==> config.mk <==
export PLATFORM = sky130hd
export DESIGN_NAME = fswl_top
export DESIGN_NICKNAME = d
export VERILOG_FILES = /design/src/hw/fswl_pkg.sv /design/src/hw/fswl_top.sv /design/src/hw/fswl_sync.sv /design/src/hw/fswl_nvreg.sv
export SDC_FILE = /design/constraint.sdc
export NUM_CORES = 1
export LEC_CHECK = 0
export BUFFER_PORTS_ARGS = -buffer_cell sky130_fd_sc_hd__buf_2
export CAP_MARGIN = 10
export CORE_MARGIN = 2
export CORE_UTILIZATION = 30
export DETAILED_ROUTE_END_ITERATION = 8
export REMOVE_ABC_BUFFERS = 1
export SLEW_MARGIN = 40
export SYNTH_ARGS = -nofsm -noshare
export SYNTH_HDL_FRONTEND = slang
export SYNTH_HIERARCHICAL = 1
export SYNTH_SLANG_ARGS = --single-unit
==> constraint.sdc <==
create_clock -name i_clk -period 4.2 [get_ports i_clk]
set_clock_uncertainty 0.2 [all_clocks]
set_input_delay 0.21 -clock i_clk [delete_from_list [all_inputs] [get_ports i_clk]]
set_output_delay 0.21 -clock i_clk [all_outputs]
set_load 0.02 [all_outputs]
==> src/hw/fswl_pkg.sv <==
package fswl_pkg;
  // ------------------------------------------------------------
  // Status byte layout
  // ------------------------------------------------------------
  localparam int          SR_W         = 8;
  localparam int          VOL_W        = 6;
  localparam int          BUSY_POS     = 0;
  localparam int          WLATCH_POS   = 1;
  localparam int          PROT_LSB     = 2;
  localparam int          PROT_MSB     = 5;
  localparam int          QUAD_POS     = 6;
  localparam int          LOCK_POS     = 7;
  localparam int          VOL_PROT_MSB = PROT_MSB - PROT_LSB;
  localparam int          VOL_QUAD     = QUAD_POS - PROT_LSB;
  localparam int          VOL_LOCK     = LOCK_POS - PROT_LSB;
  localparam logic [7:0]  SR_RESET     = 8'h00;
  localparam logic [5:0]  NV_RESET     = 6'h00;

  // ------------------------------------------------------------
  // Instruction codes
  // ------------------------------------------------------------
  localparam logic [7:0]  OP_NONE      = 8'h00;
  localparam logic [7:0]  OP_WRITE_ENABLE_CMD      = 8'h06;
  localparam logic [7:0]  OP_STATUS_WRITE_CMD      = 8'h01;
  localparam logic [7:0]  OP_PROG      = 8'h02;
  localparam logic [7:0]  OP_SER_A     = 8'hd7;
  localparam logic [7:0]  OP_SER_B     = 8'h20;
  localparam logic [7:0]  OP_BER32     = 8'h52;
  localparam logic [7:0]  OP_BER64     = 8'hd8;
  localparam logic [7:0]  OP_CHIP_A    = 8'hc7;
  localparam logic [7:0]  OP_CHIP_B    = 8'h60;
  localparam logic [7:0]  OP_SUSPEND   = 8'h75;
  localparam logic [7:0]  OP_RESUME    = 8'h7a;

  // ------------------------------------------------------------
  // Frame lengths in bytes, addressing, protection
  // ------------------------------------------------------------
  localparam logic [2:0]  LEN_CMD      = 3'h1;
  localparam logic [2:0]  LEN_STATUS_WRITE_CMD     = 3'h2;
  localparam logic [2:0]  LEN_ERASE    = 3'h4;
  localparam logic [2:0]  LEN_PROG     = 3'h5;
  localparam logic [2:0]  LEN_SAT      = 3'h7;
  localparam int          ADDR_W       = 24;
  localparam logic [8:0]  PROT_BLOCKS  = 9'h100;
  localparam logic [3:0]  PROT_ALL_LVL = 4'h9;
  localparam logic [4:0]  PIN_RESET    = 5'h1f;

  typedef enum logic [1:0] {PU_WAIT, PU_LOAD, PU_RUN} fswl_pu_t;
endpackage

==> src/hw/fswl_top.sv <==
`timescale 1ns/1ns
module fswl_top #(
  parameter logic [7:0] RD_STATUS_OP  = 8'h05,
  parameter logic [7:0] WR_DISABLE_OP = 8'h04,
  parameter logic [7:0] VOL_UNLOCK_OP = 8'h50,
  parameter logic [7:0] SOFT_RST_OP   = 8'h99,
  parameter int         OP_CYCLES     = 200
) (
  input  wire logic                        i_clk,
  input  wire logic                        i_nrst,
  input  wire logic                        i_factory_nrst,
  input  wire logic                        i_sck,
  input  wire logic                        i_cs_n,
  input  wire logic                        i_si,
  input  wire logic                        i_wp_n,
  input  wire logic                        i_hold_rst_n,
  output logic                             o_so,
  output logic                             o_so_oe_n,
  output logic [fswl_pkg::SR_W-1:0]        o_status,
  output logic                             o_busy,
  output logic                             o_quad_en,
  output logic                             o_refused
);
  import fswl_pkg::*;

  // ------------------------------------------------------------
  // Pin sampling
  // ------------------------------------------------------------
  logic [4:0] pins_s;

  fswl_sync #(.W(5), .RST(PIN_RESET)) u_sync (
    .i_clk  (i_clk),
    .i_nrst (i_nrst),
    .i_d    ({i_sck, i_cs_n, i_si, i_wp_n, i_hold_rst_n}),
    .o_q    (pins_s)
  );

  wire sck_s  = pins_s[4];
  wire csn_s  = pins_s[3];
  wire si_s   = pins_s[2];
  wire wpn_s  = pins_s[1];
  wire hrst_s = pins_s[0];

  // ------------------------------------------------------------
  // State
  // ------------------------------------------------------------
  logic             sck_d_ff;
  logic             csn_d_ff;
  logic [7:0]       shreg_ff;
  logic [2:0]       bitcnt_ff;
  logic [2:0]       bytecnt_ff;
  logic [7:0]       opcode_ff;
  logic [ADDR_W-1:0] addr_ff;
  logic [7:0]       data_ff;
  logic             frame_ok_ff;
  logic [7:0]       out_sh_ff;
  logic             so_ff;
  logic             so_oe_n_ff;
  logic [VOL_W-1:0] vol_ff;
  logic             wel_ff;
  logic             busy_ff;
  logic             susp_ff;
  logic             op_status_write_cmd_ff;
  logic [15:0]      op_cnt_ff;
  logic             unlock_ff;
  logic             refused_ff;
  logic [SR_W-1:0]  status_ff;
  fswl_pu_t         pu_st_ff;
  logic [VOL_W-1:0] nv_q;

  localparam logic [15:0] OP_CNT = 16'(OP_CYCLES);

  // ------------------------------------------------------------
  // Frame decode
  // ------------------------------------------------------------
  wire       sck_rise   = ~csn_s & sck_s & ~sck_d_ff;
  wire       sck_fall   = ~csn_s & ~sck_s & sck_d_ff;
  wire       cs_rise    = csn_s & ~csn_d_ff;
  wire       cs_fall    = ~csn_s & csn_d_ff;
  wire       byte_done  = sck_rise & (bitcnt_ff == 3'h7);
  wire [7:0] in_byte    = {shreg_ff[6:0], si_s};
  wire [2:0] nxt_bytecnt = (byte_done && bytecnt_ff != LEN_SAT) ? bytecnt_ff + 3'h1 : bytecnt_ff;
  wire       ready      = (pu_st_ff == PU_RUN);
  wire       exec       = cs_rise & frame_ok_ff & (bitcnt_ff == 3'h0);
  wire       idle       = ~busy_ff & ready;

  wire c_write_enable_cmd   = (opcode_ff == OP_WRITE_ENABLE_CMD) && (bytecnt_ff == LEN_CMD);
  wire c_write_disable_cmd   = (opcode_ff == WR_DISABLE_OP) && (bytecnt_ff == LEN_CMD);
  wire c_unlock = (opcode_ff == VOL_UNLOCK_OP) && (bytecnt_ff == LEN_CMD);
  wire c_status_write_cmd   = (opcode_ff == OP_STATUS_WRITE_CMD) && (bytecnt_ff == LEN_STATUS_WRITE_CMD);
  wire c_prog   = (opcode_ff == OP_PROG) && (bytecnt_ff >= LEN_PROG);
  wire c_sect   = ((opcode_ff == OP_SER_A) || (opcode_ff == OP_SER_B) || (opcode_ff == OP_BER32)
                  || (opcode_ff == OP_BER64)) && (bytecnt_ff == LEN_ERASE);
  wire c_chip   = ((opcode_ff == OP_CHIP_A) || (opcode_ff == OP_CHIP_B)) && (bytecnt_ff == LEN_CMD);
  wire c_susp   = (opcode_ff == OP_SUSPEND) && (bytecnt_ff == LEN_CMD);
  wire c_resume = (opcode_ff == OP_RESUME) && (bytecnt_ff == LEN_CMD);
  wire c_srst   = (opcode_ff == SOFT_RST_OP) && (bytecnt_ff == LEN_CMD);

  // ------------------------------------------------------------
  // Protection and gating
  // ------------------------------------------------------------
  wire       quad_en   = vol_ff[VOL_QUAD];
  wire       wp_low    = ~quad_en & ~wpn_s;
  wire       hw_rst    = ~quad_en & ~hrst_s;
  wire       sr_locked = vol_ff[VOL_LOCK] & wp_low;
  wire [3:0] prot      = vol_ff[VOL_PROT_MSB:0];
  wire [8:0] prot_n    = (prot == 4'h0) ? 9'h000 :
                         (prot >= PROT_ALL_LVL) ? PROT_BLOCKS : (9'h001 << (prot - 4'h1));
  wire [8:0] prot_base = PROT_BLOCKS - prot_n;
  wire       prot_hit  = (prot != 4'h0) && ({1'b0, addr_ff[ADDR_W-1 -: 8]} >= prot_base);
  wire       chip_ok   = (prot == 4'h0);

  // Write-class work needs an idle device and the write latch set, except a status write after the volatile unlock
  wire go_status_write_cmd_nv  = exec & idle & c_status_write_cmd & ~unlock_ff & wel_ff & ~sr_locked;
  wire go_status_write_cmd_vol = exec & idle & c_status_write_cmd & unlock_ff & ~sr_locked;
  wire go_pe       = exec & idle & wel_ff & ~susp_ff &
                     (((c_prog | c_sect) & ~prot_hit) | (c_chip & chip_ok));
  wire start_op    = go_status_write_cmd_nv | go_pe;
  wire refuse      = exec & (c_status_write_cmd | c_prog | c_sect | c_chip) & ~start_op & ~go_status_write_cmd_vol;
  wire op_done     = busy_ff & (op_cnt_ff == 16'h0001);
  wire go_susp     = exec & c_susp & busy_ff & ~op_status_write_cmd_ff;
  wire go_resume   = exec & c_resume & susp_ff & ~busy_ff;
  wire go_reset    = (exec & c_srst) | hw_rst;
  wire set_wel     = exec & idle & c_write_enable_cmd;
  wire clr_wel     = exec & idle & c_write_disable_cmd;
  wire rd_now      = byte_done & frame_ok_ff &
                     (((bytecnt_ff == 3'h0) && (in_byte == RD_STATUS_OP)) ||
                      ((bytecnt_ff != 3'h0) && (opcode_ff == RD_STATUS_OP)));
  wire [SR_W-1:0] status = {vol_ff, wel_ff, busy_ff};

  // ------------------------------------------------------------
  // Serial framing
  // ------------------------------------------------------------
  always_ff @(posedge i_clk) begin
    if (!i_nrst) begin
      sck_d_ff    <= PIN_RESET[4];
      csn_d_ff    <= PIN_RESET[3];
      shreg_ff    <= 8'h00;
      bitcnt_ff   <= 3'h0;
      bytecnt_ff  <= 3'h0;
      opcode_ff   <= OP_NONE;
      addr_ff     <= '0;
      data_ff     <= 8'h00;
      frame_ok_ff <= 1'b0;
    end else begin
      sck_d_ff <= sck_s;
      csn_d_ff <= csn_s;
      if (cs_fall) begin
        bitcnt_ff   <= 3'h0;
        bytecnt_ff  <= 3'h0;
        opcode_ff   <= OP_NONE;
        frame_ok_ff <= ready;
      end else if (sck_rise) begin
        shreg_ff   <= in_byte;
        bitcnt_ff  <= bitcnt_ff + 3'h1;
        bytecnt_ff <= nxt_bytecnt;
        if (byte_done && bytecnt_ff == 3'h0) begin
          opcode_ff <= in_byte;
        end
        if (byte_done && bytecnt_ff == 3'h1) begin
          data_ff <= in_byte;
        end
        if (byte_done && bytecnt_ff != 3'h0 && bytecnt_ff < LEN_ERASE) begin
          addr_ff <= {addr_ff[ADDR_W-9:0], in_byte};
        end
      end
    end
  end

  // ------------------------------------------------------------
  // Status read-out
  // ------------------------------------------------------------
  // Reloaded at every byte boundary, so a long read keeps repeating the byte
  always_ff @(posedge i_clk) begin
    if (!i_nrst) begin
      out_sh_ff  <= 8'h00;
      so_ff      <= 1'b0;
      so_oe_n_ff <= 1'b1;
    end else begin
      if (rd_now) begin
        out_sh_ff <= status;
      end else if (sck_fall) begin
        out_sh_ff <= {out_sh_ff[6:0], 1'b0};
      end
      if (sck_fall) begin
        so_ff <= out_sh_ff[7];
      end
      if (csn_s) begin
        so_oe_n_ff <= 1'b1;
      end else if (rd_now) begin
        so_oe_n_ff <= 1'b0;
      end
    end
  end

  // ------------------------------------------------------------
  // Internal operation timer
  // ------------------------------------------------------------
  always_ff @(posedge i_clk) begin
    if (!i_nrst || go_reset) begin
      busy_ff    <= 1'b0;
      susp_ff    <= 1'b0;
      op_status_write_cmd_ff <= 1'b0;
      op_cnt_ff  <= 16'h0000;
    end else if (start_op) begin
      busy_ff    <= 1'b1;
      op_status_write_cmd_ff <= go_status_write_cmd_nv;
      op_cnt_ff  <= OP_CNT;
    end else if (go_susp) begin
      busy_ff <= 1'b0;
      susp_ff <= 1'b1;
    end else if (go_resume) begin
      busy_ff <= 1'b1;
      susp_ff <= 1'b0;
    end else if (busy_ff) begin
      op_cnt_ff <= op_cnt_ff - 16'h0001;
      if (op_done) begin
        busy_ff <= 1'b0;
      end
    end
  end

  // ------------------------------------------------------------
  // Write latch and volatile unlock
  // ------------------------------------------------------------
  // Status writes touch the latch only when a nonvolatile one completes; completion wins over a new enable
  always_ff @(posedge i_clk) begin
    if (!i_nrst || go_reset) begin
      wel_ff    <= 1'b0;
      unlock_ff <= 1'b0;
    end else begin
      if (op_done) begin
        wel_ff <= 1'b0;
      end else if (set_wel) begin
        wel_ff <= 1'b1;
      end else if (clr_wel) begin
        wel_ff <= 1'b0;
      end
      if (exec && idle) begin
        unlock_ff <= c_unlock;
      end
    end
  end

  // ------------------------------------------------------------
  // Volatile copy and power-up load
  // ------------------------------------------------------------
  fswl_nvreg #(.W(VOL_W)) u_nv (
    .i_clk          (i_clk),
    .i_factory_nrst (i_factory_nrst),
    .i_we           (go_status_write_cmd_nv),
    .i_wd           (data_ff[SR_W-1:PROT_LSB]),
    .o_rd           (nv_q)
  );

  always_ff @(posedge i_clk) begin
    if (!i_nrst || go_reset) begin
      pu_st_ff <= PU_WAIT;
      vol_ff   <= SR_RESET[SR_W-1:PROT_LSB];
    end else begin
      case (pu_st_ff)
        PU_WAIT: begin
          pu_st_ff <= PU_LOAD;
        end
        PU_LOAD: begin
          vol_ff   <= nv_q;
          pu_st_ff <= PU_RUN;
        end
        PU_RUN: begin
          if (go_status_write_cmd_nv || go_status_write_cmd_vol) begin
            vol_ff <= data_ff[SR_W-1:PROT_LSB];
          end
        end
        default: begin
          pu_st_ff <= PU_WAIT;
        end
      endcase
    end
  end

  // ------------------------------------------------------------
  // Outputs
  // ------------------------------------------------------------
  always_ff @(posedge i_clk) begin
    if (!i_nrst) begin
      status_ff  <= SR_RESET;
      refused_ff <= 1'b0;
    end else begin
      status_ff  <= status;
      refused_ff <= refuse;
    end
  end

  assign o_so      = so_ff;
  assign o_so_oe_n = so_oe_n_ff;
  assign o_status  = status_ff;
  assign o_busy    = busy_ff;
  assign o_quad_en = vol_ff[VOL_QUAD];
  assign o_refused = refused_ff;

  // ------------------------------------------------------------
  // Checks
  // ------------------------------------------------------------
  read_repeat_a: assert property (@(posedge i_clk) disable iff (!i_nrst)
    rd_now |=> (out_sh_ff == $past(status)) && !so_oe_n_ff)
    else $error("status byte not reloaded");
  powerup_gate_a: assert property (@(posedge i_clk) disable iff (!i_nrst)
    !ready |-> !start_op && !set_wel)
    else $error("instruction taken before load");
  write_enable_cmd_sets_a: assert property (@(posedge i_clk) disable iff (!i_nrst)
    set_wel && !op_done && !go_reset |=> wel_ff ##1 wel_ff || $past(exec))
    else $error("write enable lost");
  write_disable_cmd_clears_a: assert property (@(posedge i_clk) disable iff (!i_nrst)
    clr_wel |=> !wel_ff)
    else $error("write disable ignored");
  status_write_cmd_keeps_latch_a: assert property (@(posedge i_clk) disable iff (!i_nrst)
    exec && c_status_write_cmd && !op_done && !go_reset |=> wel_ff == $past(wel_ff))
    else $error("status write changed latch");
  op_busy_a: assert property (@(posedge i_clk) disable iff (!i_nrst)
    start_op && !go_reset |=> busy_ff [*2])
    else $error("busy not held");
  done_clear_a: assert property (@(posedge i_clk) disable iff (!i_nrst)
    op_done |=> !busy_ff && !wel_ff)
    else $error("completion did not clear flags");
  no_latch_block_a: assert property (@(posedge i_clk) disable iff (!i_nrst)
    exec && !wel_ff && !busy_ff && (c_prog || c_sect || c_chip) |=> !busy_ff)
    else $error("write ran without latch");
  chip_prot_a: assert property (@(posedge i_clk) disable iff (!i_nrst)
    exec && c_chip && !chip_ok && !busy_ff && !go_reset |=> !busy_ff && $stable(wel_ff))
    else $error("chip erase under protection");
  busy_filter_a: assert property (@(posedge i_clk) disable iff (!i_nrst)
    busy_ff && exec && (c_write_enable_cmd || c_write_disable_cmd) && !op_done |=> wel_ff == $past(wel_ff))
    else $error("latch changed while busy");
  lock_hold_a: assert property (@(posedge i_clk) disable iff (!i_nrst)
    exec && c_status_write_cmd && sr_locked |=> $stable(vol_ff) && !$rose(busy_ff))
    else $error("locked status written");
  suspend_a: assert property (@(posedge i_clk) disable iff (!i_nrst)
    go_susp && !go_reset |=> susp_ff && !busy_ff)
    else $error("suspend refused");
endmodule

==> src/hw/fswl_sync.sv <==
`timescale 1ns/1ns
module fswl_sync #(
  parameter int         W   = 5,
  parameter logic [4:0] RST = 5'h1f
) (
  input  wire logic         i_clk,
  input  wire logic         i_nrst,
  input  wire logic [W-1:0] i_d,
  output logic      [W-1:0] o_q
);
  logic [W-1:0] meta_ff;
  logic [W-1:0] q_ff;

  // Only the second stage is visible to any logic
  always_ff @(posedge i_clk) begin
    if (!i_nrst) begin
      meta_ff <= RST[W-1:0];
      q_ff    <= RST[W-1:0];
    end else begin
      meta_ff <= i_d;
      q_ff    <= meta_ff;
    end
  end

  assign o_q = q_ff;
endmodule

==> src/hw/fswl_nvreg.sv <==
`timescale 1ns/1ns
module fswl_nvreg #(
  parameter int W = 6
) (
  input  wire logic         i_clk,
  input  wire logic         i_factory_nrst,
  input  wire logic         i_we,
  input  wire logic [W-1:0] i_wd,
  output logic      [W-1:0] o_rd
);
  import fswl_pkg::*;

  logic [W-1:0] cell_ff;
  logic [W-1:0] rd_ff;

  // Cells survive the power-up reset; only the factory clear resets them
  always_ff @(posedge i_clk) begin
    if (!i_factory_nrst) begin
      cell_ff <= NV_RESET[W-1:0];
      rd_ff   <= NV_RESET[W-1:0];
    end else begin
      if (i_we) begin
        cell_ff <= i_wd;
      end
      rd_ff <= cell_ff;
    end
  end

  assign o_rd = rd_ff;
endmodule

* After elaboration in Yosys (flattened, before gate mapping)
Cells that the tools add are included.
Word-level totals: bits in registers 126
Operators by class: bitwise operators 66, add/subtract/negate cells 5, mux-type cells 20, eq/ne operators 27, reduce and logical (&&, ||, !) cells 51, order comparisons 4, shift operators 1
Operator list (count):
- two-way mux 8 bit | 6
- AND 1 bit | 40
- equality test 8 x 7 -> 1 bit, second input constant | 5
- equality test 8 x 3 -> 1 bit, second input constant | 4
- equality test 8 bit, second input constant | 4
- logical AND 1 bit | 19
- NOT 1 bit | 19
- two-way mux 9 bit | 2
- equality test 16 x 1 -> 1 bit, second input constant | 1
- subtractor 16 x 1 -> 16 bit, second input constant | 1
- case mux 6 bit (2 select lines) | 1
- AND reduction 3 bit | 4
- AND reduction 2 bit | 5
- nonzero test 2 bit | 5
- greater-or-equal comparator 8 x 9 -> 1 bit | 1
- two-way mux 1 bit | 9
- left shift 1 x 4 -> 9 bit, first input constant | 1
- subtractor 9 bit, first input constant | 1
- equality test 8 x 1 -> 1 bit, second input constant | 1
- equality test 8 x 2 -> 1 bit, second input constant | 1
- equality test 8 x 6 -> 1 bit, second input constant | 1
- OR reduction 2 bit | 4
- logical OR 1 bit | 7
- OR 1 bit | 7
- 21 further kinds | 25

* Logic depth before layout (Yosys ltp)
Gate-level depths: netlist of the first run.
word-level depth 15, depth in mapped cells 14, gate-level depth less buffers 12

* Modules after synthesis
The synthesis of the first run kept the hierarchy.
Modules (own cells, without submodules):
- fswl_top | area an instance 4991.0 um^2, cells an instance 560, times used 1, sequential area each 2042.0 um^2
- fswl_nvreg | area an instance 391.6 um^2, cells an instance 32, times used 1, sequential area each 240.2 um^2
- fswl_sync | area an instance 262.8 um^2, cells an instance 20, times used 1, sequential area each 200.2 um^2

* Least setup slack after synthesis of the first run
No wires, ideal clock.
path kind reg2reg, start register vol_ff[1], end register op_status_write_cmd_ff, setup time 0.127 ns, buffers on the path 2, cell stages (with the launch flop) 14, data required time 3.873 ns, setup slack 0.698 ns, arrival 3.176 ns, cells stage by stage dfxtp_1 > clkbuf_1 > or4b_2 > ha_1 > nor2_1 > nand2_1 > o21ai_0 > ha_1 > a21o_1 > a221oi_1 > a22oi_1 > nor4_4 > buf_6 > o22ai_1
On the way: word-level cells in the longest chain between the ends 12
Ends and longest elaborated chain:
- from (decl) | line fswl_top.sv:59 | logic [VOL_W-1:0] vol_ff;
- from (signal assigned) | line fswl_top.sv:259 | vol_ff <= SR_RESET[SR_W-1:PROT_LSB];
- from (signal assigned) | line fswl_top.sv:266 | vol_ff <= nv_q;
- from (signal assigned) | line fswl_top.sv:271 | vol_ff <= data_ff[SR_W-1:PROT_LSB];
- subtractor 4 x 1 -> 4 bit | line fswl_top.sv:108 | (prot >= PROT_ALL_LVL) ? PROT_BLOCKS : (9'h001 << (prot - 4'h1));
- left shift 1 x 4 -> 9 bit | line fswl_top.sv:108
- two-way mux 9 bit | line fswl_top.sv:108
- two-way mux 9 bit | line fswl_top.sv:107 | wire [8:0] prot_n = (prot == 4'h0) ? 9'h000 :
- subtractor 9 bit | line fswl_top.sv:109 | wire [8:0] prot_base = PROT_BLOCKS - prot_n;
- greater-or-equal comparator 8 x 9 -> 1 bit | line fswl_top.sv:110 | wire prot_hit = (prot != 4'h0) && ({1'b0, addr_ff[ADDR_W-1 -: 8]} >= prot_base);
- logical AND 1 bit | line fswl_top.sv:110
- NOT 1 bit | line fswl_top.sv:117 | (((c_prog | c_sect) & ~prot_hit) | (c_chip & chip_ok));
- AND 1 bit | line fswl_top.sv:117
- OR 1 bit (*) | line fswl_top.sv:117
- AND 1 bit (*) | line fswl_top.sv:116 | wire go_pe = exec & idle & wel_ff & ~susp_ff &
- OR 1 bit (*) | line fswl_top.sv:118 | wire start_op = go_status_write_cmd_nv | go_pe;
- to (signal assigned) | line fswl_top.sv:207 | op_status_write_cmd_ff <= go_status_write_cmd_nv;
- to (decl) | line fswl_top.sv:63 | logic op_status_write_cmd_ff;
Mark *: on every way between the ends. The rest lies on a longest branch, timed or not. A chain may end at the register's enable or synchronous reset.

* Final worst setup path of the first run
start register vol_ff[1], end register refused_ff, in the netlist o_refused
On the way: word-level cells in the longest chain between the ends 15
Ends and longest elaborated chain:
- subtractor 4 x 1 -> 4 bit | line fswl_top.sv:108
- left shift 1 x 4 -> 9 bit | line fswl_top.sv:108
- two-way mux 9 bit | line fswl_top.sv:108
- two-way mux 9 bit | line fswl_top.sv:107
- subtractor 9 bit | line fswl_top.sv:109
- greater-or-equal comparator 8 x 9 -> 1 bit | line fswl_top.sv:110
- logical AND 1 bit | line fswl_top.sv:110
- NOT 1 bit | line fswl_top.sv:117
- AND 1 bit | line fswl_top.sv:117
- OR 1 bit (*) | line fswl_top.sv:117
- AND 1 bit (*) | line fswl_top.sv:116
- OR 1 bit (*) | line fswl_top.sv:118
- NOT 1 bit (*) | line fswl_top.sv:119 | wire refuse = exec & (c_status_write_cmd | c_prog | c_sect | c_chip) & ~start_op & ~go_status_write_cmd_vol;
- AND 1 bit (*) (2 in a row) | line fswl_top.sv:119
- to (signal assigned) | line fswl_top.sv:290 | refused_ff <= refuse;
- to (decl) | line fswl_top.sv:66 | logic refused_ff;
Marks and branches as above.

==> metrics, run 1 <==
CTS H-Tree Depth=4; Comb power frac=5.2%; latest clock arrival within the worst-skew pair=approximately 400 ps; Worst Path Class, Setup=flip-flop to flip-flop; initial antenna violation count=0; count of input and output buffers=20; share of the cycle needed by the critical path after routing=87.7%; post-synthesis instance area=between 5000 and 6000 um2; Routed Antenna Nets=0; number of pins with negative max-slew slack in the final report=0; proportion of synthesized flip-flops having asynchronous set or reset=0%; Post-CTS Hold Buffers=6; Pre-Repair DR Iteration Count=5; chip height=roughly 140 um; Min Hold Slack=125 ps; post-cts repair resize count=0; register area=2480 um2; kind of cell adding the most delay to the critical path=simple AND/OR/NAND/NOR gates; leading cell types in the layout, fill and taps excluded=124 x sky130_fd_sc_hd__dfxtp_1, 95 x sky130_fd_sc_hd__nand2_1, 36 x sky130_fd_sc_hd__nor2_1; Die W=141 um; GPL Wtd Cong=0.851; status=finished clean; signed area change from the synthesized netlist to the final layout=16.5%; post-detailed-routing wire length=about 12000 um; count of buffers added by post-CTS timing repair for setup=0; average wire per standard cell=about 13 um; hold crit path type=primary input to flip-flop; sum of internal, switching and leakage power=0.00285 W; count of final hold-check violations=0; cells along the critical path=or4b_2, ha_1, nor2_1, nand2_1, o21ai_0, ha_1, a21o_1, a221oi_1, a22oi_1, or3_4, and3_1; critical path's most frequent cell=sky130_fd_sc_hd__ha_1; RSZ-0062 raised after global routing=no; maximum net fanout on the critical path=14; worst max-slew margin expressed relative to the limit=between 50% and 60%; arrival time reported for the critical path endpoint=3780 ps; total via count after detailed routing=about 4200; final std cells w/o fill=~880; initial cell density of the core=30.4%; most common library cell in the layout ignoring fill and taps=sky130_fd_sc_hd__dfxtp_1; sort of element at the start of the critical path=flip-flop; Main synth FF type=sky130_fd_sc_hd__dfxtp_1; Root Buffer=sky130_fd_sc_hd__clkbuf_16; power per standard cell area=433 nW/um2; final net count=660; highest attainable clock frequency=around 270 MHz; mean post-synth cell area=9.22 um2; TritonCTS clock tree=built; number of flops mapped to enable cells by yosys=0; Cell Int Power=0.00225 W; flip-flop and latch count after synthesis=124; initial DRC count=~320; power share of the clock group=between 50% and 60%; cell count after placement=841; remaining routing DRC violations=0; number of buffer and inverter stages on the critical path=0; wire length of the first global-routing pass=19700 um; number of buffers added by the clock tree synthesis step=17; Filler cells=approximately 1900; final sum of negative setup slack=0 ps; number of global-route vias before repair=3833; final HPWL from detailed placement=8220 um; share of the yosys chip area belonging to registers=~44%; Clk pin slew, worst setup/hold paths=50 ps; global route overflow=0; total inserted antenna cells=0; vias per std cell=4.74; clk sinks=124; share of post-route cells with drive strength above 1=11.8%; Die Area=19900 um2; area of the placeable core=between 15000 and 20000 um2; slew at the pin closest to its max-slew limit=713 ps; Yosys Warn Count=6; Post-DP Area=5910 um2; Final Critical Period=3680 ps; worst endpoint required time=4300 ps; cell with the largest stage delay on the worst path=sky130_fd_sc_hd__or4b_2; number of I/O pins=21; Total Routing Usage GR=12.5%; CTS max path bufs=2; largest net degree at the start of global routing=46; sequential share of power=42.6%; delay contributed by the slowest stage of the critical path=around 630 ps; final setup violation count=0; switching power=0.000601 W; number of placement rows=50; share of total power consumed by net switching=approximately a fifth; leak pwr=2.52 nW; final standard cell area without fillers=6580 um2; post-synth cell types=64; combined area of the multi-input logic cells=2930 um2; Crit. End Element=flip-flop; Peak supply drop=213 uV; number of max-capacitance violations reported=0; number of instances in the synthesized netlist=612
## cell usage after synthesis (9+ instances only)
| library cell | n | area [um2] |
|---|---|---|
| sky130_fd_sc_hd__nor2_1 | 36 | 135 |
| sky130_fd_sc_hd__nand2_1 | 95 | 357 |
| sky130_fd_sc_hd__nor4_1 | 14 | 87.6 |
| sky130_fd_sc_hd__or3_1 | 9 | 56.3 |
| sky130_fd_sc_hd__and2_1 | 14 | 87.6 |
| sky130_fd_sc_hd__dfxtp_1 | 124 | 2480 |
| sky130_fd_sc_hd__nor3_1 | 24 | 120 |
| sky130_fd_sc_hd__xnor2_1 | 16 | 140 |
| sky130_fd_sc_hd__nand2b_1 | 25 | 156 |
| sky130_fd_sc_hd__clkbuf_1 | 13 | 48.8 |
| sky130_fd_sc_hd__inv_1 | 14 | 52.6 |
| sky130_fd_sc_hd__mux2i_1 | 33 | 330 |
| sky130_fd_sc_hd__nor2b_1 | 23 | 144 |
| sky130_fd_sc_hd__ha_1 | 19 | 238 |
| sky130_fd_sc_hd__a21boi_0 | 31 | 233 |
## cells by family after synthesis
kind of cell,synth area share [%]
AND/OR/NAND/NOR,27.0
flip-flops,44.0
AO/OA/AOI/OAI,11.8
buffers and inverters,4.41
multiplexers,5.85
adder cells (fa/ha/maj),4.21
XOR/XNOR,2.79
## registers in the layout (all words and copies together) (netlist names), 2 cells and up
name and count:
u_sync/o_q 5, u_sync/meta_ff 5, shreg_ff 7, opcode_ff 8
o_status 8, pu_st_ff 2, addr_ff 24, op_cnt_ff 16
u_nv/cell_ff 6, u_nv/o_rd 6, out_sh_ff 8, vol_ff 6
data_ff 6, bitcnt_ff 3, bytecnt_ff 3
## metal layers
metal	global-route usage (%)	up-vias	wire (um)
met1	16.2	1905	5880
li1	-	2180	-
met5	0	-	0
met3	3.84	17	373
met4	5.84	0	240
met2	19.2	65	5360
## power groups by stage
stage / Clock (W) / Sequential, W / Combinational [W]
after detailed placement: 0 / 0.00124 / 0.000145
after global routing: 0.00158 / 0.00122 / 0.000166
final: 0.00149 / 0.00121 / 0.000148
after global placement: 0 / 0.00124 / 0.000144
after CTS: 0.00152 / 0.00121 / 0.000150
after floorplan: 0 / 0.00124 / 0.0000900
## worst min-delay path, delay by kind of cell
| kind | cells | cell delay, ps |
|---|---|---|
| buffers and inverters | 1 | 160 |
| AO/OA/AOI/OAI | 2 | 300 |
## metrics by stage
stage	util, %	setup WS, ps
after floorplan	-	724
after global placement	31.8	604
after detailed placement	31.8	529
after CTS	35.4	522
after global routing	35.4	258
final	35.4	517
## area by class of cell
cell class                 instances  share of cell area, %
multi-input combinational        442                   44.5
inverter                          14                  0.799
timing repair buffer              34                   3.35
sequential                       124                   37.7
tap                              234                   4.45
clock buffer                      25                   7.53
clock inverter                     6                   1.65
## worst paths after layout
kind | endpoint | from | cells after the start | slack [ps]
worst max-delay path | o_refused | vol_ff[1] | 11 | 520
worst min-delay path | vol_ff[5] | i_nrst | 3 | 120
worst max register to register | o_refused | vol_ff[1] | 11 | 520
worst min register to register | u_sync/o_q[3] | u_sync/meta_ff[3] | 1 | 200
Note: power is estimated with default switching activity, not from simulation.
==> inputs of run 2 (changes only) <==
--- a/config.mk
+++ b/config.mk
@@ -5,14 +5,13 @@
 export SDC_FILE = /design/constraint.sdc
 export NUM_CORES = 1
 export LEC_CHECK = 0
-export BUFFER_PORTS_ARGS = -buffer_cell sky130_fd_sc_hd__buf_2
 export CAP_MARGIN = 10
 export CORE_MARGIN = 2
 export CORE_UTILIZATION = 30
 export DETAILED_ROUTE_END_ITERATION = 8
+export DONT_BUFFER_PORTS = 1
 export REMOVE_ABC_BUFFERS = 1
 export SLEW_MARGIN = 40
 export SYNTH_ARGS = -nofsm -noshare
 export SYNTH_HDL_FRONTEND = slang
-export SYNTH_HIERARCHICAL = 1
 export SYNTH_SLANG_ARGS = --single-unit
==> run 2 against run 1 <==
The run now ends with design-rule violations left. Utilization rose by 0.38 points. Combinational power shrank 5%. Setup slack improved by 67 ps. Final cell count down 2.5%. Count of clock-buffer cells in the layout grew 2. Synthesized cell count increased by 0.65%. Sequential cell count stayed put. Cell area fell by 1.6%. Non-clock buffer count fell by 19. Register-to-register slack better by 70 ps. Worst hold slack lost 48 ps. First-iteration DRC count down 4.1%. Largest cell class unchanged.
==> metrics, run 2 <==
share of the cycle needed by the critical path after routing=86.1% (was 87.7%); critical path's most frequent cell=sky130_fd_sc_hd__ha_1 (unchanged); remaining routing DRC violations=6 (was 0); library cell with the highest instance count after synthesis=sky130_fd_sc_hd__dfxtp_1 (unchanged); clk sinks=124 (unchanged); Routed Antenna Nets=0 (unchanged); vias per std cell=4.81 (was 4.74); Clk pin slew, worst setup/hold paths=50 ps (about the same); share of post-route cells with drive strength above 1=7.48% (was 11.8%); largest registers=addr_ff: 24 flops, op_cnt_ff: 16 flops (unchanged); cells along the critical path=nand2b_1, or3_1, ha_1, inv_1, nand3_1, o21ai_0, ha_1, a21o_1, a221o_1, a41oi_1, o221a_2, nand3b_4, nor2_1 (was or4b_2, ha_1, nor2_1, nand2_1, o21ai_0, ha_1, a21o_1, a221oi_1, a22oi_1, or3_4, and3_1); sort of element at the start of the critical path=flip-flop (unchanged); final net count=642 (was 660); post-synth cell types=58 (was 64); share of the yosys chip area belonging to registers=44.6% (was 44.0%); leading post-synthesis cells by instance count=124 x sky130_fd_sc_hd__dfxtp_1, 91 x sky130_fd_sc_hd__nand2_1, 49 x sky130_fd_sc_hd__nor2_1 (was 124 x sky130_fd_sc_hd__dfxtp_1, 95 x sky130_fd_sc_hd__nand2_1, 36 x sky130_fd_sc_hd__nor2_1); status=finished with violations (was finished clean); initial antenna violation count=0 (unchanged); total via count after detailed routing=4120 (was 4167); arrival time reported for the critical path endpoint=3730 ps (was 3780 ps); Main synth FF type=sky130_fd_sc_hd__dfxtp_1 (unchanged); post-cts repair resize count=0 (unchanged); number of flip-flops under the largest register name=24 (unchanged); cell with the largest stage delay on the worst path=sky130_fd_sc_hd__dfxtp_1 (was sky130_fd_sc_hd__or4b_2); initial cell density of the core=30.7% (was 30.4%); final std cells w/o fill=857 (was 879); final sum of negative setup slack=0 ps (unchanged); post-synthesis instance area=5560 um2 (was 5650 um2); leading cell types in the layout, fill and taps excluded=124 x sky130_fd_sc_hd__dfxtp_1, 91 x sky130_fd_sc_hd__nand2_1, 49 x sky130_fd_sc_hd__nor2_1 (was 124 x sky130_fd_sc_hd__dfxtp_1, 95 x sky130_fd_sc_hd__nand2_1, 36 x sky130_fd_sc_hd__nor2_1); Peak supply drop=185 uV (was 213 uV); post-detailed-routing wire length=12000 um (was 11900 um); leak pwr=2.49 nW (was 2.52 nW); count of input and output buffers=0 (was 20); slack of the worst reg-to-reg path=580 ps (was 520 ps); most common library cell in the layout ignoring fill and taps=sky130_fd_sc_hd__dfxtp_1 (unchanged); Yosys Warn Count=0 (was 6); largest net degree at the start of global routing=69 (was 46); Die Area=19600 um2 (was 19900 um2); CTS H-Tree Depth=4 (unchanged); mean post-synth cell area=9.03 um2 (was 9.22 um2); final setup violation count=0 (unchanged); number of pins with negative max-slew slack in the final report=0 (unchanged); hold crit path type=primary input to flip-flop (unchanged); number of instances in the synthesized netlist=616 (was 612); Worst Path Class, Setup=flip-flop to flip-flop (unchanged); wire length of the first global-routing pass=20300 um (was 19700 um); number of placement rows=49 (was 50); Pre-Repair DR Iteration Count=8 (was 5); GPL Wtd Cong=0.800 (was 0.851); number of global-route vias before repair=4058 (was 3833); RSZ-0062 raised after global routing=no (unchanged); maximum net fanout on the critical path=13 (was 14); area fraction of the dominant cell type after synthesis=44.6% (was 44.0%); Die W=140 um (was 141 um); count of buffers added by post-CTS timing repair for setup=0 (unchanged); flip-flop and latch count after synthesis=124 (unchanged); worst max-slew margin expressed relative to the limit=55.3% (was 52.4%); Root Buffer=sky130_fd_sc_hd__clkbuf_16 (unchanged); TritonCTS clock tree=built (unchanged); Crit. End Element=flip-flop (unchanged); Post-DP Area=5740 um2 (was 5910 um2); number of flops mapped to enable cells by yosys=0 (unchanged); Total Routing Usage GR=13.0% (was 12.5%); CTS max path bufs=2 (unchanged); cell count after placement=815 (was 841); failing checks=design-rule violations; delay contributed by the slowest stage of the critical path=540 ps (was 630 ps); average wire per standard cell=14.0 um (was 13.5 um); signed area change from the synthesized netlist to the final layout=16.4% (was 16.5%); slew at the pin closest to its max-slew limit=670 ps (was 713 ps); dominant cell type by area after synthesis=sky130_fd_sc_hd__dfxtp_1 (unchanged); Final Critical Period=3620 ps (was 3680 ps); highest attainable clock frequency=277 MHz (was 272 MHz); area of the placeable core=18100 um2 (was 18600 um2); number of I/O pins=21 (unchanged); initial DRC count=302 (was 315); chip height=140 um (was 141 um); cell types occupying the most area after synthesis=sky130_fd_sc_hd__dfxtp_1 45%, sky130_fd_sc_hd__nand2_1 6.1%, sky130_fd_sc_hd__mux2i_1 5.9%, sky130_fd_sc_hd__a21boi_0 5.1%, sky130_fd_sc_hd__ha_1 4.3% (was sky130_fd_sc_hd__dfxtp_1 44%, sky130_fd_sc_hd__nand2_1 6.3%, sky130_fd_sc_hd__mux2i_1 5.9%, sky130_fd_sc_hd__ha_1 4.2%, sky130_fd_sc_hd__a21boi_0 4.1%); number of max-capacitance violations reported=0 (unchanged); total inserted antenna cells=0 (unchanged); count of final hold-check violations=0 (unchanged); worst endpoint required time=4310 ps (was 4300 ps); latest clock arrival within the worst-skew pair=420 ps (was 410 ps); final standard cell area without fillers=6470 um2 (was 6580 um2); most flop-heavy register=addr_ff (unchanged); final HPWL from detailed placement=7820 um (was 8220 um); proportion of synthesized flip-flops having asynchronous set or reset=0% (unchanged); global route overflow=0 (unchanged); power per standard cell area=440 nW/um2 (was 433 nW/um2); number of buffers added by the clock tree synthesis step=17 (unchanged); Layout Utilization=35.8% (was 35.4%)
==> run 2: metal layers <==
layer	part of all wire (%)	GRT usage, %	vias to the layer above	routed length (um)
met5	0	0	-	0
met4	2.1	6.06	0	253
met3	3.6	3.32	22	437
met2	43	19.5	66	5110
met1	52	17.6	1890	6190
li1	-	-	2142	-
==> run 2: final timing paths <==
path | from | end | cells after the start
worst max-delay path | vol_ff[0] | op_cnt_ff[10] | 13
worst min-delay path | i_nrst | opcode_ff[6] | 2
worst max register to register | vol_ff[0] | op_cnt_ff[10] | 13
worst min register to register | u_sync.meta_ff[3] | u_sync.o_q[3] | 1
==> run 2: stage by stage <==
stage,setup WS (ps),power [W],hold slack (ps)
after global routing,277,0.00296,110
after floorplan,963,0.00133,83.0
after detailed placement,629,0.00137,98.0
after CTS,579,0.00288,82.8
final,584,0.00285,77.3
after global placement,697,0.00136,96.5
==> run 2: timing repair <==
item                                    in CTS  in global routing
hold buffers                                10                  0
endpoints found under the setup margin       0                  0
endpoints found under the hold margin       81                  0
==> run 2: kinds of logic after synthesis <==
group,count (synthesis),share of synthesized area [%]
fa+ha+maj,19,4.28
xor+xnor,18,2.84
simple gates,278,26.2
mux,33,5.94
flops,124,44.6
compound gates,94,12.5
buf+inv,50,3.65
==> run 2: where the power goes <==
group / switching, W / internal (W) / leakage, nW / total [W]
sequential: 0.0000254 / 0.00119 / 1.00 / 0.00122
clock: 0.000508 / 0.000981 / 0.300 / 0.00149
combinational: 0.0000802 / 0.0000608 / 1.18 / 0.000141
==> run 2: worst max-delay path, delay by kind of cell (launching register included) <==
kind                       cells  cell delay [ps]
AOI/OAI and AO/OA              5             1240
and+or+nand+nor                5              880
DFF                            1              540
adders and majority gates      2              500
buffers and inverters          1              140
==> run 2: cell type report <==
| class | count | area (um2) |
|---|---|---|
| inverters | 15 | 56.3 |
| clock inverters | 5 | 77.6 |
| flip-flops and latches | 124 | 2480 |
| repair buffers | 15 | 155 |
| multi-input cells | 442 | 2880 |
| fillers | 1829 | 11600 |
| well taps | 229 | 287 |
| clock buffers | 27 | 533 |
